## src/csu_regs.vh

```
// Constants for the upper configuration status word (bits 18 to 63).
// Assumes inclusion by csu_status_word.v only; definitions, no logic.
`ifndef CSU_REGS_VH
`define CSU_REGS_VH

// ----------------------------------------------------------------
// Word geometry
// ----------------------------------------------------------------
`define CSU_WORD_W        64
`define CSU_CNT_W         7
`define CSU_WORD_LAST     7'h3f
`define CSU_LOW_W         18
`define CSU_RESET_WORD    64'h0000_0000_0000_0000

// ----------------------------------------------------------------
// Field positions
// ----------------------------------------------------------------
`define CSU_B_CUSTOMER_ID_ENABLED      18
`define CSU_B_ENC_PREAMBLE_ERROR    21
`define CSU_B_STD_PREAMBLE_ERROR    22
`define CSU_B_PRIM_FAIL   23
`define CSU_F_ERR_LO      24
`define CSU_F_ERR_HI      27
`define CSU_B_EXEC_ERR    28
`define CSU_B_ID_ERR      29
`define CSU_B_INV_CMD     30
`define CSU_B_WATCHDOG_BUSY_FLAG    31
`define CSU_B_DRY_DONE    33
`define CSU_F_PERR_LO     34
`define CSU_F_PERR_HI     37
`define CSU_B_BYPASS      38
`define CSU_B_FLOW        39
`define CSU_B_SIG_TMO     42
`define CSU_B_KEY_DESTROY 43
`define CSU_B_INIT_PIN    44
`define CSU_B_PAR_S2      45
`define CSU_B_IBUS_ID     46
`define CSU_B_PAR_S1      47
`define CSU_F_AUTH_LO     48
`define CSU_F_AUTH_HI     49
`define CSU_B_AUTH_DONE   50
`define CSU_B_DRY_AUTH    51
`define CSU_F_PORT_LO     52
`define CSU_F_PORT_HI     54
`define CSU_F_KEY_LO      55
`define CSU_F_KEY_HI      62
`define CSU_B_GLOBAL_LOCK 63

// ----------------------------------------------------------------
// Engine error codes
// ----------------------------------------------------------------
`define CSU_ERR_NONE      4'h0
`define CSU_ERR_MAX       4'ha

`endif

```

## src/csu_status_word.v

```verilog
// Upper configuration status word with its serial status-read shifter.
// Assumes all event and level inputs come from configuration logic on clk,
// except init_status_pin, which is an asynchronous pin.
//
// Behaviour
// - Status-read command shifts out all 64 bits
// - Bit 18 reports customer identifier enabled
// - Bits 21/22 flag encrypted/standard preamble
// - Bit 23 flags primary flash image failure
// - Bits 27:24 hold current engine error
// - Bits 37:34 hold previous bitstream error
// - Bit 28 flags error during command execution
// - Bits 29/30 flag identifier mismatch, invalid command
// - Bit 31 follows watchdog busy
// - Bit 33 flags dry-run pseudo completion
// - Bit 38 follows daisy-chain bypass mode
// - Bit 39 follows daisy-chain flow-through mode
// - Bit 42 flags flash signature read timeout
// - Bit 43 flags key destroy success
// - Bits 45/47 flag S2/S1 parity errors
// - Bit 46 flags initialization bus identifier error
// - Bits 49:48 report authentication mode
// - Bit 50 flags authentication completed
// - Bit 51 flags dry-run authentication completed
// - Bits 52-54 report port locks
// - Bits 55-62 report key read/write locks
// - Bit 63 reports global one-time row lock
`timescale 1ns/1ps
`include "csu_regs.vh"

module csu_status_word (
    input  wire        clk,
    input  wire        rst_n,
    input  wire [17:0] lower_status,
    input  wire        customer_id_enabled,
    input  wire        enc_preamble_det,
    input  wire        std_preamble_det,
    input  wire        primary_image_fail,
    input  wire        err_valid,
    input  wire [3:0]  engine_error_code,
    input  wire        bitstream_start,
    input  wire        exec_error,
    input  wire        id_mismatch,
    input  wire        invalid_cmd,
    input  wire        watchdog_busy_flag,
    input  wire        dry_run_done,
    input  wire        bypass_mode,
    input  wire        flow_through_mode,
    input  wire        sig_timeout,
    input  wire        key_destroy_pass,
    input  wire        parity_err_s2,
    input  wire        init_bus_id_err,
    input  wire        parity_err_s1,
    input  wire [1:0]  auth_mode,
    input  wire        auth_done,
    input  wire        dry_auth_done,
    input  wire [2:0]  port_locks,
    input  wire [7:0]  key_locks,
    input  wire        global_lock,
    input  wire        init_status_pin,
    input  wire        flag_clear,
    input  wire        status_read_cmd,
    input  wire        shift_en,
    output reg  [63:0] status_word_q,
    output reg         status_sdo_q,
    output reg         shift_busy_q
);

    // ----------------------------------------------------------------
    // Helpers
    // ----------------------------------------------------------------
    // Sticky flag: a set in the clearing cycle wins, so no event is lost
    function sticky;
        input q;
        input set;
        input clr;
        begin
            sticky = set | (q & ~clr);
        end
    endfunction

    // ----------------------------------------------------------------
    // Pin synchroniser
    // ----------------------------------------------------------------
    reg        init_meta_q;
    reg        init_sync_q;

    always @(posedge clk) begin
        if (!rst_n) begin
            init_meta_q <= 1'b0;
            init_sync_q <= 1'b0;
        end else begin
            init_meta_q <= init_status_pin;
            init_sync_q <= init_meta_q;
        end
    end

    // ----------------------------------------------------------------
    // Sticky event flags
    // ----------------------------------------------------------------
    reg        enc_preamble_error_q;
    reg        std_preamble_error_q;
    reg        prim_fail_q;
    reg        exec_err_q;
    reg        id_err_q;
    reg        inv_cmd_q;
    reg        dry_done_q;
    reg        sig_tmo_q;
    reg        key_destroy_q;
    reg        par_s2_q;
    reg        ibus_id_q;
    reg        par_s1_q;
    reg        auth_done_q;
    reg        dry_auth_q;
    reg        enc_preamble_error_d;
    reg        std_preamble_error_d;
    reg        prim_fail_d;
    reg        exec_err_d;
    reg        id_err_d;
    reg        inv_cmd_d;
    reg        dry_done_d;
    reg        sig_tmo_d;
    reg        key_destroy_d;
    reg        par_s2_d;
    reg        ibus_id_d;
    reg        par_s1_d;
    reg        auth_done_d;
    reg        dry_auth_d;

    always @* begin
        enc_preamble_error_d    = sticky(enc_preamble_error_q, enc_preamble_det, flag_clear);
        std_preamble_error_d    = sticky(std_preamble_error_q, std_preamble_det, flag_clear);
        prim_fail_d   = sticky(prim_fail_q, primary_image_fail, flag_clear);
        exec_err_d    = sticky(exec_err_q, exec_error, flag_clear);
        id_err_d      = sticky(id_err_q, id_mismatch, flag_clear);
        inv_cmd_d     = sticky(inv_cmd_q, invalid_cmd, flag_clear);
        dry_done_d    = sticky(dry_done_q, dry_run_done, flag_clear);
        sig_tmo_d     = sticky(sig_tmo_q, sig_timeout, flag_clear);
        key_destroy_d = sticky(key_destroy_q, key_destroy_pass, flag_clear);
        par_s2_d      = sticky(par_s2_q, parity_err_s2, flag_clear);
        ibus_id_d     = sticky(ibus_id_q, init_bus_id_err, flag_clear);
        par_s1_d      = sticky(par_s1_q, parity_err_s1, flag_clear);
        auth_done_d   = sticky(auth_done_q, auth_done, flag_clear);
        dry_auth_d    = sticky(dry_auth_q, dry_auth_done, flag_clear);
    end

    always @(posedge clk) begin
        if (!rst_n) begin
            enc_preamble_error_q    <= 1'b0;
            std_preamble_error_q    <= 1'b0;
            prim_fail_q   <= 1'b0;
            exec_err_q    <= 1'b0;
            id_err_q      <= 1'b0;
            inv_cmd_q     <= 1'b0;
            dry_done_q    <= 1'b0;
            sig_tmo_q     <= 1'b0;
            key_destroy_q <= 1'b0;
            par_s2_q      <= 1'b0;
            ibus_id_q     <= 1'b0;
            par_s1_q      <= 1'b0;
            auth_done_q   <= 1'b0;
            dry_auth_q    <= 1'b0;
        end else begin
            enc_preamble_error_q    <= enc_preamble_error_d;
            std_preamble_error_q    <= std_preamble_error_d;
            prim_fail_q   <= prim_fail_d;
            exec_err_q    <= exec_err_d;
            id_err_q      <= id_err_d;
            inv_cmd_q     <= inv_cmd_d;
            dry_done_q    <= dry_done_d;
            sig_tmo_q     <= sig_tmo_d;
            key_destroy_q <= key_destroy_d;
            par_s2_q      <= par_s2_d;
            ibus_id_q     <= ibus_id_d;
            par_s1_q      <= par_s1_d;
            auth_done_q   <= auth_done_d;
            dry_auth_q    <= dry_auth_d;
        end
    end

    // ----------------------------------------------------------------
    // Engine error codes
    // ----------------------------------------------------------------
    // A new bitstream retires the current code into the previous field;
    // a code reported in that same cycle belongs to the new bitstream.
    reg  [3:0] err_cur_q;
    reg  [3:0] err_prev_q;
    reg  [3:0] err_cur_d;
    reg  [3:0] err_prev_d;

    always @* begin
        err_cur_d  = err_cur_q;
        err_prev_d = err_prev_q;
        if (bitstream_start) begin
            err_prev_d = err_cur_q;
            err_cur_d  = `CSU_ERR_NONE;
        end
        // Codes above the last defined one are not stored
        if (err_valid && (engine_error_code <= `CSU_ERR_MAX)) begin
            err_cur_d = engine_error_code;
        end
    end

    always @(posedge clk) begin
        if (!rst_n) begin
            err_cur_q  <= `CSU_ERR_NONE;
            err_prev_q <= `CSU_ERR_NONE;
        end else begin
            err_cur_q  <= err_cur_d;
            err_prev_q <= err_prev_d;
        end
    end

    // ----------------------------------------------------------------
    // Word assembly
    // ----------------------------------------------------------------
    reg  [63:0] word_d;

    always @* begin
        word_d = `CSU_RESET_WORD;
        word_d[`CSU_LOW_W-1:0]                    = lower_status;
        word_d[`CSU_B_CUSTOMER_ID_ENABLED]                     = customer_id_enabled;
        word_d[`CSU_B_ENC_PREAMBLE_ERROR]                   = enc_preamble_error_q;
        word_d[`CSU_B_STD_PREAMBLE_ERROR]                   = std_preamble_error_q;
        word_d[`CSU_B_PRIM_FAIL]                  = prim_fail_q;
        word_d[`CSU_F_ERR_HI:`CSU_F_ERR_LO]       = err_cur_q;
        word_d[`CSU_B_EXEC_ERR]                   = exec_err_q;
        word_d[`CSU_B_ID_ERR]                     = id_err_q;
        word_d[`CSU_B_INV_CMD]                    = inv_cmd_q;
        word_d[`CSU_B_WATCHDOG_BUSY_FLAG]                   = watchdog_busy_flag;
        word_d[`CSU_B_DRY_DONE]                   = dry_done_q;
        word_d[`CSU_F_PERR_HI:`CSU_F_PERR_LO]     = err_prev_q;
        word_d[`CSU_B_BYPASS]                     = bypass_mode;
        word_d[`CSU_B_FLOW]                       = flow_through_mode;
        word_d[`CSU_B_SIG_TMO]                    = sig_tmo_q;
        word_d[`CSU_B_KEY_DESTROY]                = key_destroy_q;
        word_d[`CSU_B_INIT_PIN]                   = init_sync_q;
        word_d[`CSU_B_PAR_S2]                     = par_s2_q;
        word_d[`CSU_B_IBUS_ID]                    = ibus_id_q;
        word_d[`CSU_B_PAR_S1]                     = par_s1_q;
        // Both 00 and 11 mean no authentication; the raw code is shown
        word_d[`CSU_F_AUTH_HI:`CSU_F_AUTH_LO]     = auth_mode;
        word_d[`CSU_B_AUTH_DONE]                  = auth_done_q;
        word_d[`CSU_B_DRY_AUTH]                   = dry_auth_q;
        word_d[`CSU_F_PORT_HI:`CSU_F_PORT_LO]     = port_locks;
        word_d[`CSU_F_KEY_HI:`CSU_F_KEY_LO]       = key_locks;
        word_d[`CSU_B_GLOBAL_LOCK]                = global_lock;
    end

    always @(posedge clk) begin
        if (!rst_n) begin
            status_word_q <= `CSU_RESET_WORD;
        end else begin
            status_word_q <= word_d;
        end
    end

    // ----------------------------------------------------------------
    // Status-read shifter
    // ----------------------------------------------------------------
    // The word is captured whole at the command so the host sees one
    // coherent snapshot even while flags keep changing during the shift.
    // Only a slave-port command path drives status_read_cmd.
    reg  [63:0] shift_q;
    reg  [6:0]  bit_cnt_q;
    reg  [63:0] shift_d;
    reg  [6:0]  bit_cnt_d;
    reg         shift_busy_d;
    reg         status_sdo_d;

    always @* begin
        shift_d      = shift_q;
        bit_cnt_d    = bit_cnt_q;
        shift_busy_d = shift_busy_q;
        status_sdo_d = status_sdo_q;
        if (status_read_cmd) begin
            shift_d      = status_word_q;
            bit_cnt_d    = 7'h00;
            shift_busy_d = 1'b1;
            status_sdo_d = status_word_q[0];
        end else if (shift_busy_q && shift_en) begin
            shift_d      = {1'b0, shift_q[63:1]};
            status_sdo_d = shift_q[1];
            bit_cnt_d    = bit_cnt_q + 7'h01;
            // The last bit leaves the line low so an idle port reads zero
            if (bit_cnt_q == `CSU_WORD_LAST) begin
                shift_busy_d = 1'b0;
                status_sdo_d = 1'b0;
            end
        end
    end

    always @(posedge clk) begin
        if (!rst_n) begin
            shift_q      <= `CSU_RESET_WORD;
            bit_cnt_q    <= 7'h00;
            shift_busy_q <= 1'b0;
            status_sdo_q <= 1'b0;
        end else begin
            shift_q      <= shift_d;
            bit_cnt_q    <= bit_cnt_d;
            shift_busy_q <= shift_busy_d;
            status_sdo_q <= status_sdo_d;
        end
    end

endmodule

```

## config.mk

```make
export PLATFORM = sky130hd
export DESIGN_NAME = csu_status_word
export DESIGN_NICKNAME = d
export VERILOG_FILES = /design/src/csu_status_word.v
export VERILOG_INCLUDE_DIRS = /design/src
export SDC_FILE = /design/constraint.sdc
export NUM_CORES = 1
export LEC_CHECK = 0
export ABC_AREA = 1
export BUFFER_PORTS_ARGS = -buffer_cell sky130_fd_sc_hd__clkbuf_2
export CORE_ASPECT_RATIO = 1.4
export CORE_MARGIN = 10
export CORE_UTILIZATION = 58
export CTS_CLUSTER_DIAMETER = 120
export DETAILED_ROUTE_END_ITERATION = 8
export PLACE_DENSITY = 0.95
export SLEW_MARGIN = 5
export SYNTH_ARGS = -nofsm -noshare
export SYNTH_HDL_FRONTEND = slang
export SYNTH_SLANG_ARGS = --single-unit
```

## constraint.sdc

```tcl
create_clock -name clk -period 1.8 [get_ports clk]
set_input_delay 0.27 -clock clk [delete_from_list [all_inputs] [get_ports clk]]
set_output_delay 0.27 -clock clk [all_outputs]
set_load 0.005 [all_outputs]
```

==> impl_metrics.prom, run 1 <==
# TYPE chip_impl_metric gauge
chip_impl_info{name="outcome",value="finished, final reports clean"} 1
chip_impl_info{name="worstPathCellList",value="nand2_2 > inv_2 > buf_4 > o21ai_0 > nor2_1"} 1
chip_impl_metric{name="max_cap_viol_count",unit=""} 0
chip_impl_metric{name="cts-htree-levels",unit=""} 4
chip_impl_metric{name="fin_worst_skew",unit="ns"} 0.0105
chip_impl_metric{name="setup-violations-final",unit=""} 0
chip_impl_metric{name="viasPerCell",unit=""} 4.95
chip_impl_info{name="critPathCaptureType",value="flop"} 1
chip_impl_metric{name="max_clock_freq",unit="MHz"} 748
chip_impl_metric{name="fin_total_pwr",unit="mW"} 7.70
chip_impl_metric{name="slew_violations",unit=""} 0
chip_impl_metric{name="drt_drc_violations_left",unit=""} 0
chip_impl_metric{name="power-per-cell-area",unit="mW/mm^2"} 1100
chip_impl_metric{name="coreArea",unit="mm^2"} 0.00985
chip_impl_metric{name="drt_pass1_iterations",unit=""} 5
chip_impl_metric{name="flow.area_growth_from_synthesis",unit="%"} 21.3
chip_impl_info{name="hold_class",value="input port to flop"} 1
chip_impl_metric{name="drive_gt1_share",unit="%"} 18.3
chip_impl_metric{name="die-width",unit="um"} 104
chip_impl_metric{name="timing.final.crit_share",unit="%"} 74.3
chip_impl_metric{name="drt_iter0_drc",unit=""} 330
chip_impl_info{name="yosys-top-cells-area",value="sky130_fd_sc_hd__dfxtp_1 54%, sky130_fd_sc_hd__nand2_1 18%, sky130_fd_sc_hd__inv_1 7.8%"} 1
chip_impl_metric{name="dp_hpwl",unit="mm"} 9.31
chip_impl_metric{name="floorplan.initialDensity",unit="%"} 58.8
chip_impl_info{name="worst-setup-path-type",value="flop to flop"} 1
chip_impl_metric{name="cts.clk_slew.worst_paths",unit="ns"} 0.06
chip_impl_metric{name="postCtsSetupRepairBufs",unit=""} 0
chip_impl_info{name="clock_tree_root",value="sky130_fd_sc_hd__clkbuf_16"} 1
chip_impl_metric{name="cts_inserted_buffers",unit=""} 17
chip_impl_metric{name="grt.met3_usage",unit="%"} 6.37
chip_impl_metric{name="grt_use_total",unit="%"} 19.4
chip_impl_metric{name="tightest_slew",unit="ns"} 0.510
chip_impl_metric{name="grt_start_max_net_pins",unit=""} 60
chip_impl_metric{name="die_y",unit="um"} 138
chip_impl_metric{name="static-leakage-power",unit="nW"} 3.38
chip_impl_metric{name="fillCellCount",unit=""} 750
chip_impl_info{name="cts_tree",value="built"} 1
chip_impl_metric{name="boundaryPins",unit=""} 128
chip_impl_info{name="yosys_most_used_dff",value="sky130_fd_sc_hd__dfxtp_1"} 1
chip_impl_metric{name="synth_async_sr_flop_share",unit="%"} 0
chip_impl_info{name="grt_most_used_layer",value="met2"} 1
chip_impl_info{name="post-synth-top-count-cell",value="sky130_fd_sc_hd__nand2_1"} 1
chip_impl_metric{name="arrival",unit="ns"} 1.67
chip_impl_metric{name="crit_path_max_fanout",unit=""} 31
chip_impl_metric{name="synth-seq-area-share",unit="%"} 53.6
chip_impl_metric{name="clock_sinks",unit=""} 155
chip_impl_metric{name="core.rowCount",unit=""} 43
chip_impl_info{name="yosys.area.top_type",value="sky130_fd_sc_hd__dfxtp_1"} 1
chip_impl_metric{name="routed_wirelength",unit="mm"} 13.9
chip_impl_metric{name="final_util",unit="%"} 71.3
chip_impl_metric{name="total_number_of_yosys_warnings",unit=""} 0
chip_impl_metric{name="residual_antenna_violating_net_count_after_detailed_routing",unit=""} 0
chip_impl_metric{name="power.ir.vdd_worst",unit="V"} 0.000752
chip_impl_metric{name="final_net_count",unit=""} 959
chip_impl_metric{name="worst-endpoint-required",unit="ns"} 2.13
chip_impl_metric{name="grt_pass1_wl",unit="mm"} 23.4
chip_impl_metric{name="timing.critical_path.slowest_cell_delay",unit="ns"} 0.38
chip_impl_metric{name="gp_congestion",unit=""} 0.807
chip_impl_metric{name="netlist_area",unit="mm^2"} 0.00579
chip_impl_metric{name="synthDistinctLibCells",unit=""} 21
chip_impl_info{name="yosys-top-cells-count",value="283 x sky130_fd_sc_hd__nand2_1, 155 x sky130_fd_sc_hd__dfxtp_1, 121 x sky130_fd_sc_hd__inv_1"} 1
chip_impl_metric{name="grt_use_met1",unit="%"} 20.7
chip_impl_metric{name="synth_edf_count",unit=""} 0
chip_impl_info{name="unrepaired_setup_endpoints_after_global_routing",value="false"} 1
chip_impl_metric{name="number_of_inserted_diodes",unit=""} 0
chip_impl_metric{name="gr-usage-met2",unit="%"} 33.5
chip_impl_info{name="startpoint_type",value="flop"} 1
chip_impl_metric{name="number_of_hold_slack_violations_in_the_final_timing_report",unit=""} 0
chip_impl_metric{name="syn-mean-instance-area",unit="um^2"} 7.34
chip_impl_metric{name="grt_pass1_vias",unit=""} 5116
chip_impl_metric{name="num_vias",unit=""} 5158
chip_impl_metric{name="synth.ff_latch_count",unit=""} 155
chip_impl_metric{name="relSlewSlack",unit="%"} 66.0
chip_impl_metric{name="setup_total_negative_slack",unit="ns"} 0
chip_impl_metric{name="routedWlPerCell",unit="um"} 13.3
chip_impl_metric{name="synth.top_cell.area_share",unit="%"} 53.6
chip_impl_metric{name="globalRoute.totalOverflow",unit=""} 0
chip_impl_metric{name="portBuffers",unit=""} 122
chip_impl_metric{name="cts_max_path_bufs",unit=""} 2
chip_impl_metric{name="post_synth_inst_count",unit=""} 789
chip_impl_metric{name="fin_crit",unit="ns"} 1.34
chip_impl_info{name="slowest_stage",value="sky130_fd_sc_hd__dfxtp_1"} 1
chip_impl_metric{name="postCtsHoldBufs",unit=""} 0
chip_impl_metric{name="die_footprint",unit="mm^2"} 0.0144
chip_impl_metric{name="cts_resized",unit=""} 0
chip_impl_metric{name="worst_skew_pair.late_latency",unit="ns"} 0.42
chip_impl_metric{name="antenna_found_initial",unit=""} 0
## kinds of logic after synthesis
| group | synth area share (%) |
|---|---|
| other cells | 0.0647 |
| compound gates | 9.27 |
| flops | 53.6 |
| simple gates | 24.4 |
| buf+inv | 12.5 |
| fa+ha+maj | 0.216 |
## layout by cell type (no fill, tap or decap), types with 3 or more instances in the layout
cell	count
sky130_fd_sc_hd__clkinv_2	4
sky130_fd_sc_hd__buf_4	10
sky130_fd_sc_hd__inv_2	3
sky130_fd_sc_hd__a31oi_1	53
sky130_fd_sc_hd__nand3_1	14
sky130_fd_sc_hd__a21oi_1	17
sky130_fd_sc_hd__clkbuf_2	121
sky130_fd_sc_hd__inv_1	120
sky130_fd_sc_hd__o21a_1	3
sky130_fd_sc_hd__clkbuf_1	4
sky130_fd_sc_hd__conb_1	5
sky130_fd_sc_hd__nand2_1	282
sky130_fd_sc_hd__bufinv_16	3
sky130_fd_sc_hd__clkbuf_16	17
sky130_fd_sc_hd__o21ai_0	18
sky130_fd_sc_hd__dfxtp_1	155
sky130_fd_sc_hd__nand4_1	3
sky130_fd_sc_hd__nor2_1	64
## layout make-up
cell class                 instances  area (um^2)  area share [%]
multi-input combinational        466         1980            28.3
clock inverter                     8          118            1.67
tap                              135          169            2.40
inverter                         123          462            6.57
timing repair buffer             133          721            10.3
clock buffer                      23          468            6.66
sequential                       155         3100            44.2
## through the flow
| step | hold slack [ns] | instance area [um^2] | instances | worst slack, ns |
|---|---|---|---|---|
| 4_1_cts | 0.0199 | 7020 | 1043 | 0.500 |
| 6_report | 0.0321 | 7020 | 1043 | 0.463 |
| 3_3_place_gp | 0.402 | 6440 | 1012 | 0.524 |
| 3_5_place_dp | 0.411 | 6440 | 1012 | 0.492 |
| 2_1_floorplan | 0.368 | 5810 | 793 | 0.737 |
| 5_1_grt | 0.0278 | 7020 | 1043 | 0.332 |
## final timing paths
check / startpoint / end / slack, ns / depth (start not counted)
worst max-delay path: shift_busy_q$_SDFFE_PN0P_ / shift_q[40]$_SDFFE_PN0P_ / 0.46 / 5
worst min-delay path: init_status_pin / init_meta_q$_SDFF_PN0_ / 0.03 / 3
worst max register to register: shift_busy_q$_SDFFE_PN0P_ / shift_q[40]$_SDFFE_PN0P_ / 0.46 / 5
worst min register to register: enc_preamble_error_q$_SDFF_PN0_ / status_word_q[21]$_SDFF_PN0_ / 0.42 / 2
## power by group
part / switching, mW / internal [mW] / leakage [nW]
Sequential: 0.0695 / 3.58 / 1.27
Combinational: 0.323 / 0.199 / 1.82
Clock: 1.29 / 2.24 / 0.287
Total: 1.68 / 6.02 / 3.38
## flip-flops by register name, indices dropped and copies added (netlist names)
register	cells
err_cur_q	4
prim_fail_q	1
init_sync_q	1
par_s1_q	1
ibus_id_q	1
bit_cnt_q	7
status_word_q	59
id_err_q	1
enc_preamble_error_q	1
err_prev_q	4
dry_done_q	1
par_s2_q	1
shift_q	63
init_meta_q	1
status_sdo_q	1
auth_done_q	1
key_destroy_q	1
inv_cmd_q	1
dry_auth_q	1
sig_tmo_q	1
std_preamble_error_q	1
shift_busy_q	1
exec_err_q	1
## worst max-delay path: cells and delay by family (launching register included)
family,cells,cell delay [ns]
buf+inv,2,0.41
flops,1,0.38
simple gates,2,0.27
compound gates,1,0.18
## layer usage
layer / share of wire (%) / up-vias
met3: 6.2 / 35
met4: 2.5 / 0
met2: 52 / 190
met5: 0 / -
met1: 40 / 2330
li1: - / 2603
Power figures use the tool's default switching activity.
==> run 2, diff against run 1 <==
- CORE_UTILIZATION: 58 -> 54
- PLACE_DENSITY: 0.95 -> 0.9
- clock period: 1.8 -> 1.37 ns (I/O delays scaled with it)
==> run 2 against run 1 <==
Utilization rose by 1.3 points. Largest power group unchanged. Worst hold slack got worse by 0.014 ns. Design area rose by 8.1%. Total power rose by 33%.
==> impl_metrics.prom, run 2 (synthesis results as in run 1) <==
# TYPE chip_impl_metric gauge
chip_impl_metric{name="number_of_flip_flops_under_the_largest_register_name",unit=""} 63
chip_impl_metric{name="power-per-cell-area",unit="mW/mm^2"} 1350
chip_impl_info{name="clock_tree_root",value="sky130_fd_sc_hd__clkbuf_16"} 1
chip_impl_metric{name="arrival",unit="ns"} 1.54
chip_impl_metric{name="globalRoute.totalOverflow",unit=""} 0
chip_impl_metric{name="cts_inserted_buffers",unit=""} 17
chip_impl_metric{name="setup_ws",unit="ns"} 0.150
chip_impl_info{name="top_regs",value="shift_q (63), status_word_q (59), bit_cnt_q (7)"} 1
chip_impl_metric{name="fin_worst_skew",unit="ns"} 0.00504
chip_impl_info{name="hold_path_start",value="engine_error_code[3]"} 1
chip_impl_metric{name="rrSetupSlack",unit="ns"} 0.15
chip_impl_metric{name="die-width",unit="um"} 108
chip_impl_metric{name="dp_hpwl",unit="mm"} 9.48
chip_impl_metric{name="slew_violations",unit=""} 0
chip_impl_info{name="hold_class",value="input port to flop"} 1
chip_impl_metric{name="grt.met3_usage",unit="%"} 5.71
chip_impl_metric{name="timing.final.crit_share",unit="%"} 89.1
chip_impl_metric{name="max_cap_viol_count",unit=""} 0
chip_impl_metric{name="gr-usage-met2",unit="%"} 35.0
chip_impl_info{name="cts_tree",value="built"} 1
chip_impl_metric{name="die_footprint",unit="mm^2"} 0.0153
chip_impl_metric{name="portBuffers",unit=""} 122
chip_impl_metric{name="routed_wirelength",unit="mm"} 14.9
chip_impl_metric{name="grt_use_total",unit="%"} 19.7
chip_impl_info{name="layout.cells.most_common_list",value="282 x sky130_fd_sc_hd__nand2_1, 155 x sky130_fd_sc_hd__dfxtp_1, 120 x sky130_fd_sc_hd__inv_1, 120 x sky130_fd_sc_hd__clkbuf_2, 64 x sky130_fd_sc_hd__nor2_1"} 1
chip_impl_info{name="grt_most_used_layer",value="met2"} 1
chip_impl_info{name="final_common_cell",value="sky130_fd_sc_hd__nand2_1"} 1
chip_impl_metric{name="grt_pass1_wl",unit="mm"} 24.7
chip_impl_info{name="worstSetupStartpoint",value="shift_busy_q$_SDFFE_PN0P_"} 1
chip_impl_metric{name="setup-violations-final",unit=""} 0
chip_impl_metric{name="drt_drc_violations_left",unit=""} 0
chip_impl_metric{name="viasPerCell",unit=""} 4.91
chip_impl_info{name="worst_r2r_startpoint",value="shift_busy_q$_SDFFE_PN0P_"} 1
chip_impl_metric{name="boundaryPins",unit=""} 128
chip_impl_metric{name="max_clock_freq",unit="MHz"} 819
chip_impl_metric{name="worst_skew_pair.late_latency",unit="ns"} 0.41
chip_impl_metric{name="fin_crit",unit="ns"} 1.22
chip_impl_metric{name="routedWlPerCell",unit="um"} 13.5
chip_impl_metric{name="num_vias",unit=""} 5398
chip_impl_info{name="worst-setup-path-type",value="flop to flop"} 1
chip_impl_info{name="largest_register",value="shift_q"} 1
chip_impl_metric{name="final_net_count",unit=""} 1014
chip_impl_info{name="outcome",value="finished, final reports clean"} 1
chip_impl_metric{name="worst-endpoint-required",unit="ns"} 1.69
chip_impl_metric{name="floorplan.initialDensity",unit="%"} 55.4
chip_impl_metric{name="core.rowCount",unit=""} 44
chip_impl_metric{name="coreArea",unit="mm^2"} 0.0105
chip_impl_metric{name="clock_sinks",unit=""} 155
chip_impl_metric{name="crit_path_max_fanout",unit=""} 24
chip_impl_metric{name="static-leakage-power",unit="nW"} 3.60
chip_impl_metric{name="number_of_inserted_diodes",unit=""} 0
chip_impl_metric{name="cts.clk_slew.worst_paths",unit="ns"} 0.06
chip_impl_metric{name="number_of_hold_slack_violations_in_the_final_timing_report",unit=""} 0
chip_impl_metric{name="drt_pass1_iterations",unit=""} 5
chip_impl_metric{name="drt_iter0_drc",unit=""} 295
chip_impl_metric{name="power.ir.vdd_worst",unit="V"} 0.000956
chip_impl_metric{name="grt_pass1_vias",unit=""} 5280
chip_impl_metric{name="die_y",unit="um"} 143
chip_impl_metric{name="worst_hold_margin",unit="ns"} 0.0185
chip_impl_metric{name="final_util",unit="%"} 72.6
chip_impl_metric{name="cts_max_path_bufs",unit=""} 2
chip_impl_info{name="startpoint_type",value="flop"} 1
chip_impl_info{name="unrepaired_setup_endpoints_after_global_routing",value="false"} 1
chip_impl_metric{name="antenna_found_initial",unit=""} 0
chip_impl_metric{name="residual_antenna_violating_net_count_after_detailed_routing",unit=""} 0
chip_impl_metric{name="flow.area_growth_from_synthesis",unit="%"} 31.1
chip_impl_metric{name="grt_start_max_net_pins",unit=""} 57
chip_impl_metric{name="setup_total_negative_slack",unit="ns"} 0
chip_impl_metric{name="detailedPlace.worstSlack",unit="ns"} 0.134
chip_impl_metric{name="gp_congestion",unit=""} 0.809
chip_impl_metric{name="cts-htree-levels",unit=""} 4
chip_impl_metric{name="grt_use_met1",unit="%"} 21.0
chip_impl_info{name="critPathCaptureType",value="flop"} 1
chip_impl_metric{name="drive_gt1_share",unit="%"} 17.9
run 2: where the power goes:
part	switching (mW)	leakage (nW)	internal (mW)
Combinational	0.465	2.05	0.369
Clock	1.75	0.276	2.88
Sequential	0.0848	1.27	4.70
Total	2.30	3.60	7.95
run 2: final timing paths:
check,cells after the start,to
hold reg to reg,2,status_word_q[51]$_SDFF_PN0_
setup / recovery,5,shift_q[38]$_SDFFE_PN0P_
setup reg to reg,5,shift_q[38]$_SDFFE_PN0P_
hold / removal,3,err_cur_q[3]$_SDFFE_PN0P_
run 2: metrics by stage:
step	instances	total power, mW	cell area (um^2)
6_report	1099	10.3	7590
2_1_floorplan	793	5.29	5810
5_1_grt	1099	10.6	7590
3_3_place_gp	1018	5.56	6480
4_1_cts	1099	10.3	7580
3_5_place_dp	1018	5.58	6480
run 2: final cells by class:
class,count,area (um^2)
Fill cell,758,2870
Sequential cell,155,3100
Clock inverter,11,148
Inverter,123,462
Tap cell,138,173
Multi-Input combinational cell,466,1990
Clock buffer,18,439
Timing Repair Buffer,188,1280
run 2: timing repair:
action | CTS | global route
endpoints found under the setup margin | 0 | 4
resized for setup | 0 | 2
setup buffers | 0 | 0
hold endpoints to repair | 52 | 0
hold buffers | 52 | 0
run 2: per-layer routing:
| layer | vias up | share of wire [%] |
|---|---|---|
| met2 | 190 | 53 |
| met1 | 2471 | 38 |
| met4 | 0 | 2.4 |
| li1 | 2709 | - |
| met5 | - | 0 |
| met3 | 28 | 6.7 |
run 2: critical path, cell delays in order, from the launching register on:
cell and delay, ns:
sky130_fd_sc_hd__dfxtp_1 0.36, sky130_fd_sc_hd__nand2_2 0.09, sky130_fd_sc_hd__inv_2 0.12, sky130_fd_sc_hd__buf_6 0.22, sky130_fd_sc_hd__nand2_1 0.08, sky130_fd_sc_hd__a31oi_1 0.24
==> run 3, diff against run 2 <==
- ABC_AREA: 1 -> default
- CORE_UTILIZATION: 54 -> 53
==> run 3 against run 2 <==
Wire length shrank 1.9%. Non-clock buffer count decreased by 10. Utilization fell by 0.078 points. Worst hold slack worse by 0.0079 ns. Area after synthesis is 5.3% lower. Synthesized cell count shrank 23%. Sequential share of layout area is 1.9 points higher. Total power up 1.5%. Register-to-register slack worse by 0.06 ns. Highest routed layer unchanged.
==> impl_metrics.prom, run 3 <==
# TYPE chip_impl_metric gauge
chip_impl_info{name="outcome",value="finished, final reports clean"} 1
chip_impl_metric{name="timing.final.crit_share",unit="%"} 93.6
chip_impl_metric{name="dpl.cell_count",unit=""} 828
chip_impl_metric{name="grt_pass1_vias",unit=""} 4773
chip_impl_info{name="yosys-top-cells-count",value="155 x sky130_fd_sc_hd__dfxtp_1, 132 x sky130_fd_sc_hd__nand2_1, 67 x sky130_fd_sc_hd__o21ai_0"} 1
chip_impl_metric{name="timing.reg2reg.worst_path_depth",unit=""} 4
chip_impl_metric{name="synth.ff_latch_count",unit=""} 155
chip_impl_info{name="final_common_cell",value="sky130_fd_sc_hd__dfxtp_1"} 1
chip_impl_metric{name="number_of_hold_slack_violations_in_the_final_timing_report",unit=""} 0
chip_impl_metric{name="worst_skew_pair.late_latency",unit="ns"} 0.42
chip_impl_metric{name="cts_inserted_buffers",unit=""} 17
chip_impl_metric{name="final_net_count",unit=""} 822
chip_impl_metric{name="synthDistinctLibCells",unit=""} 32
chip_impl_metric{name="synth_edf_count",unit=""} 0
chip_impl_metric{name="boundaryPins",unit=""} 128
chip_impl_metric{name="drt_iter0_drc",unit=""} 306
chip_impl_metric{name="max_cap_viol_count",unit=""} 0
chip_impl_metric{name="power.ir.vdd_worst",unit="V"} 0.00102
chip_impl_info{name="whs_endpoint",value="par_s1_q$_SDFF_PN0_"} 1
chip_impl_metric{name="synth-seq-area-share",unit="%"} 56.6
chip_impl_metric{name="cts_max_path_bufs",unit=""} 2
chip_impl_info{name="worst-setup-path-type",value="flop to flop"} 1
chip_impl_metric{name="static-leakage-power",unit="nW"} 2.99
chip_impl_metric{name="total_number_of_yosys_warnings",unit=""} 0
chip_impl_metric{name="viasPerCell",unit=""} 5.28
chip_impl_info{name="yosys.area.top_type",value="sky130_fd_sc_hd__dfxtp_1"} 1
chip_impl_metric{name="die-width",unit="um"} 106
chip_impl_metric{name="routedWlPerCell",unit="um"} 16.1
chip_impl_metric{name="cts.clk_slew.worst_paths",unit="ns"} 0.06
chip_impl_metric{name="syn-mean-instance-area",unit="um^2"} 9.03
chip_impl_info{name="cts_tree",value="built"} 1
chip_impl_metric{name="clock_sinks",unit=""} 155
chip_impl_metric{name="routed_wirelength",unit="mm"} 14.6
chip_impl_metric{name="grt_use_total",unit="%"} 19.1
chip_impl_metric{name="setup_ws",unit="ns"} 0.0878
chip_impl_metric{name="die_footprint",unit="mm^2"} 0.0149
chip_impl_metric{name="coreArea",unit="mm^2"} 0.0100
chip_impl_metric{name="arrival",unit="ns"} 1.62
chip_impl_metric{name="crit_path_max_fanout",unit=""} 33
chip_impl_metric{name="fin_total_pwr",unit="mW"} 10.4
chip_impl_metric{name="residual_antenna_violating_net_count_after_detailed_routing",unit=""} 0
chip_impl_info{name="hold_class",value="input port to flop"} 1
chip_impl_metric{name="post_synth_inst_count",unit=""} 607
chip_impl_metric{name="drive_gt1_share",unit="%"} 22.0
chip_impl_metric{name="core.rowCount",unit=""} 43
chip_impl_metric{name="globalRoute.totalOverflow",unit=""} 0
chip_impl_metric{name="drt_pass1_iterations",unit=""} 5
chip_impl_metric{name="slew_violations",unit=""} 0
chip_impl_metric{name="setup-violations-final",unit=""} 0
chip_impl_info{name="layout.cells.most_common_list",value="154 x sky130_fd_sc_hd__dfxtp_1, 132 x sky130_fd_sc_hd__nand2_1, 121 x sky130_fd_sc_hd__clkbuf_2"} 1
chip_impl_metric{name="synth_async_sr_flop_share",unit="%"} 0
chip_impl_metric{name="final_util",unit="%"} 72.5
chip_impl_metric{name="netlist_area",unit="mm^2"} 0.00548
chip_impl_metric{name="power-per-cell-area",unit="mW/mm^2"} 1430
chip_impl_metric{name="drt_drc_violations_left",unit=""} 0
chip_impl_info{name="worst_r2r_startpoint",value="shift_busy_q$_SDFFE_PN0P_"} 1
chip_impl_metric{name="number_of_inserted_diodes",unit=""} 0
chip_impl_info{name="critPathCaptureType",value="flop"} 1
chip_impl_metric{name="die_y",unit="um"} 140
chip_impl_info{name="yosys_most_used_dff",value="sky130_fd_sc_hd__dfxtp_1"} 1
chip_impl_metric{name="antenna_found_initial",unit=""} 0
chip_impl_metric{name="grt_pass1_wl",unit="mm"} 23.0
chip_impl_metric{name="worst-endpoint-required",unit="ns"} 1.70
chip_impl_info{name="worst_r2r_endpoint",value="shift_q[22]$_SDFFE_PN0P_"} 1
chip_impl_metric{name="floorplan.initialDensity",unit="%"} 54.8
chip_impl_info{name="yosys-top-cells-area",value="sky130_fd_sc_hd__dfxtp_1 57%, sky130_fd_sc_hd__nand2_1 9.0%, sky130_fd_sc_hd__and2_1 7.0%"} 1
chip_impl_metric{name="max_clock_freq",unit="MHz"} 780
chip_impl_metric{name="dp_hpwl",unit="mm"} 9.00
chip_impl_metric{name="holdPathStages",unit=""} 2
chip_impl_info{name="largest_register",value="shift_q"} 1
chip_impl_metric{name="instances_no_fill",unit=""} 907
chip_impl_metric{name="flow.area_growth_from_synthesis",unit="%"} 32.3
chip_impl_metric{name="portBuffers",unit=""} 122
chip_impl_metric{name="number_of_flip_flops_under_the_largest_register_name",unit=""} 63
chip_impl_metric{name="num_vias",unit=""} 4788
chip_impl_metric{name="fin_worst_skew",unit="ns"} 0.00700
chip_impl_info{name="startpoint_type",value="flop"} 1
chip_impl_info{name="hold_path_start",value="parity_err_s1"} 1
chip_impl_metric{name="gp_congestion",unit=""} 0.775
chip_impl_info{name="top_regs",value="shift_q (63), status_word_q (59), bit_cnt_q (7)"} 1
chip_impl_metric{name="detailedPlace.worstSlack",unit="ns"} 0.0634
chip_impl_info{name="post-synth-top-count-cell",value="sky130_fd_sc_hd__dfxtp_1"} 1
chip_impl_metric{name="fin_crit",unit="ns"} 1.28
chip_impl_info{name="clock_tree_root",value="sky130_fd_sc_hd__clkbuf_16"} 1
chip_impl_metric{name="grt_start_max_net_pins",unit=""} 67
chip_impl_metric{name="rrSetupSlack",unit="ns"} 0.09
chip_impl_metric{name="synth.top_cell.area_share",unit="%"} 56.6
chip_impl_metric{name="cts-htree-levels",unit=""} 4
run 3: power breakdown:
| group | total (mW) | internal, mW | leakage (nW) | switching (mW) |
|---|---|---|---|---|
| registers | 4.86 | 4.74 | 1.28 | 0.124 |
| logic | 0.847 | 0.416 | 1.42 | 0.431 |
| clock network | 4.70 | 2.84 | 0.297 | 1.85 |
run 3: metrics by stage:
stage | TNS, ns | cell area (um^2) | hold slack [ns]
finish | 0 | 7260 | 0.0106
global route | -0.0152 | 7260 | 0.00823
CTS | 0 | 7210 | 0.00172
detailed placement | 0 | 6160 | 0.414
global placement | 0 | 6160 | 0.412
floorplan | 0 | 5500 | 0.313
run 3: worst max-delay path by stage:
stage	from	end	slack, ns	cells after the start
5_1_grt	bit_cnt_q[0]$_SDFFE_PP0P_	bit_cnt_q[4]$_SDFFE_PP0P_	-0.009	4
6_report	shift_busy_q$_SDFFE_PN0P_	shift_q[22]$_SDFFE_PN0P_	0.09	4
3_5_place_dp	shift_busy_q$_SDFFE_PN0P_	shift_q[22]$_SDFFE_PN0P_	0.06	4
3_3_place_gp	bit_cnt_q[0]$_SDFFE_PP0P_	bit_cnt_q[6]$_SDFFE_PP0P_	0.15	4
2_1_floorplan	bit_cnt_q[0]$_SDFFE_PP0P_	bit_cnt_q[6]$_SDFFE_PP0P_	0.19	4
4_1_cts	shift_busy_q$_SDFFE_PN0P_	shift_q[23]$_SDFFE_PN0P_	0.04	4
run 3: cell type report:
type | count | area [um^2]
flip-flops and latches | 155 | 3100
fillers | 676 | 2750
multi-input cells | 404 | 2140
repair buffers | 178 | 1230
clock buffers | 20 | 467
well taps | 135 | 169
clock inverters | 12 | 139
inverters | 3 | 11.3
run 3: cells by family after synthesis:
logic type	after synthesis	share of synthesized area [%]
xor gates and xnor gates	2	0.319
adders and majority gates	1	0.228
AOI/OAI and AO/OA	157	16.7
buffers and inverters	52	4.79
other	1	0.0684
muxes	4	0.730
DFF	155	56.6
and+or+nand+nor	235	20.6
run 3: metal layers:
metal  vias up  track usage, %  wire length (um)
li1       2352               -                 -
met1      2203            18.7              5440
met2       191            33.5              7680
met3        42            7.44               972
met4         0            10.7               480
met5         -               0                 0
run 3: timing repair:
action / CTS / global route
hold buffers: 44 / 2
endpoints found under the setup margin: 0 / 34
gates resized for setup: 0 / 2
buffers inserted: 0 / 0
hold endpoints to repair: 44 / 2
run 3: critical path, stage by stage (launching register included):
cell,delay [ns]
sky130_fd_sc_hd__dfxtp_2,0.40
sky130_fd_sc_hd__and2_2,0.25
sky130_fd_sc_hd__buf_12,0.21
sky130_fd_sc_hd__nand2_1,0.10
sky130_fd_sc_hd__a31oi_1,0.23
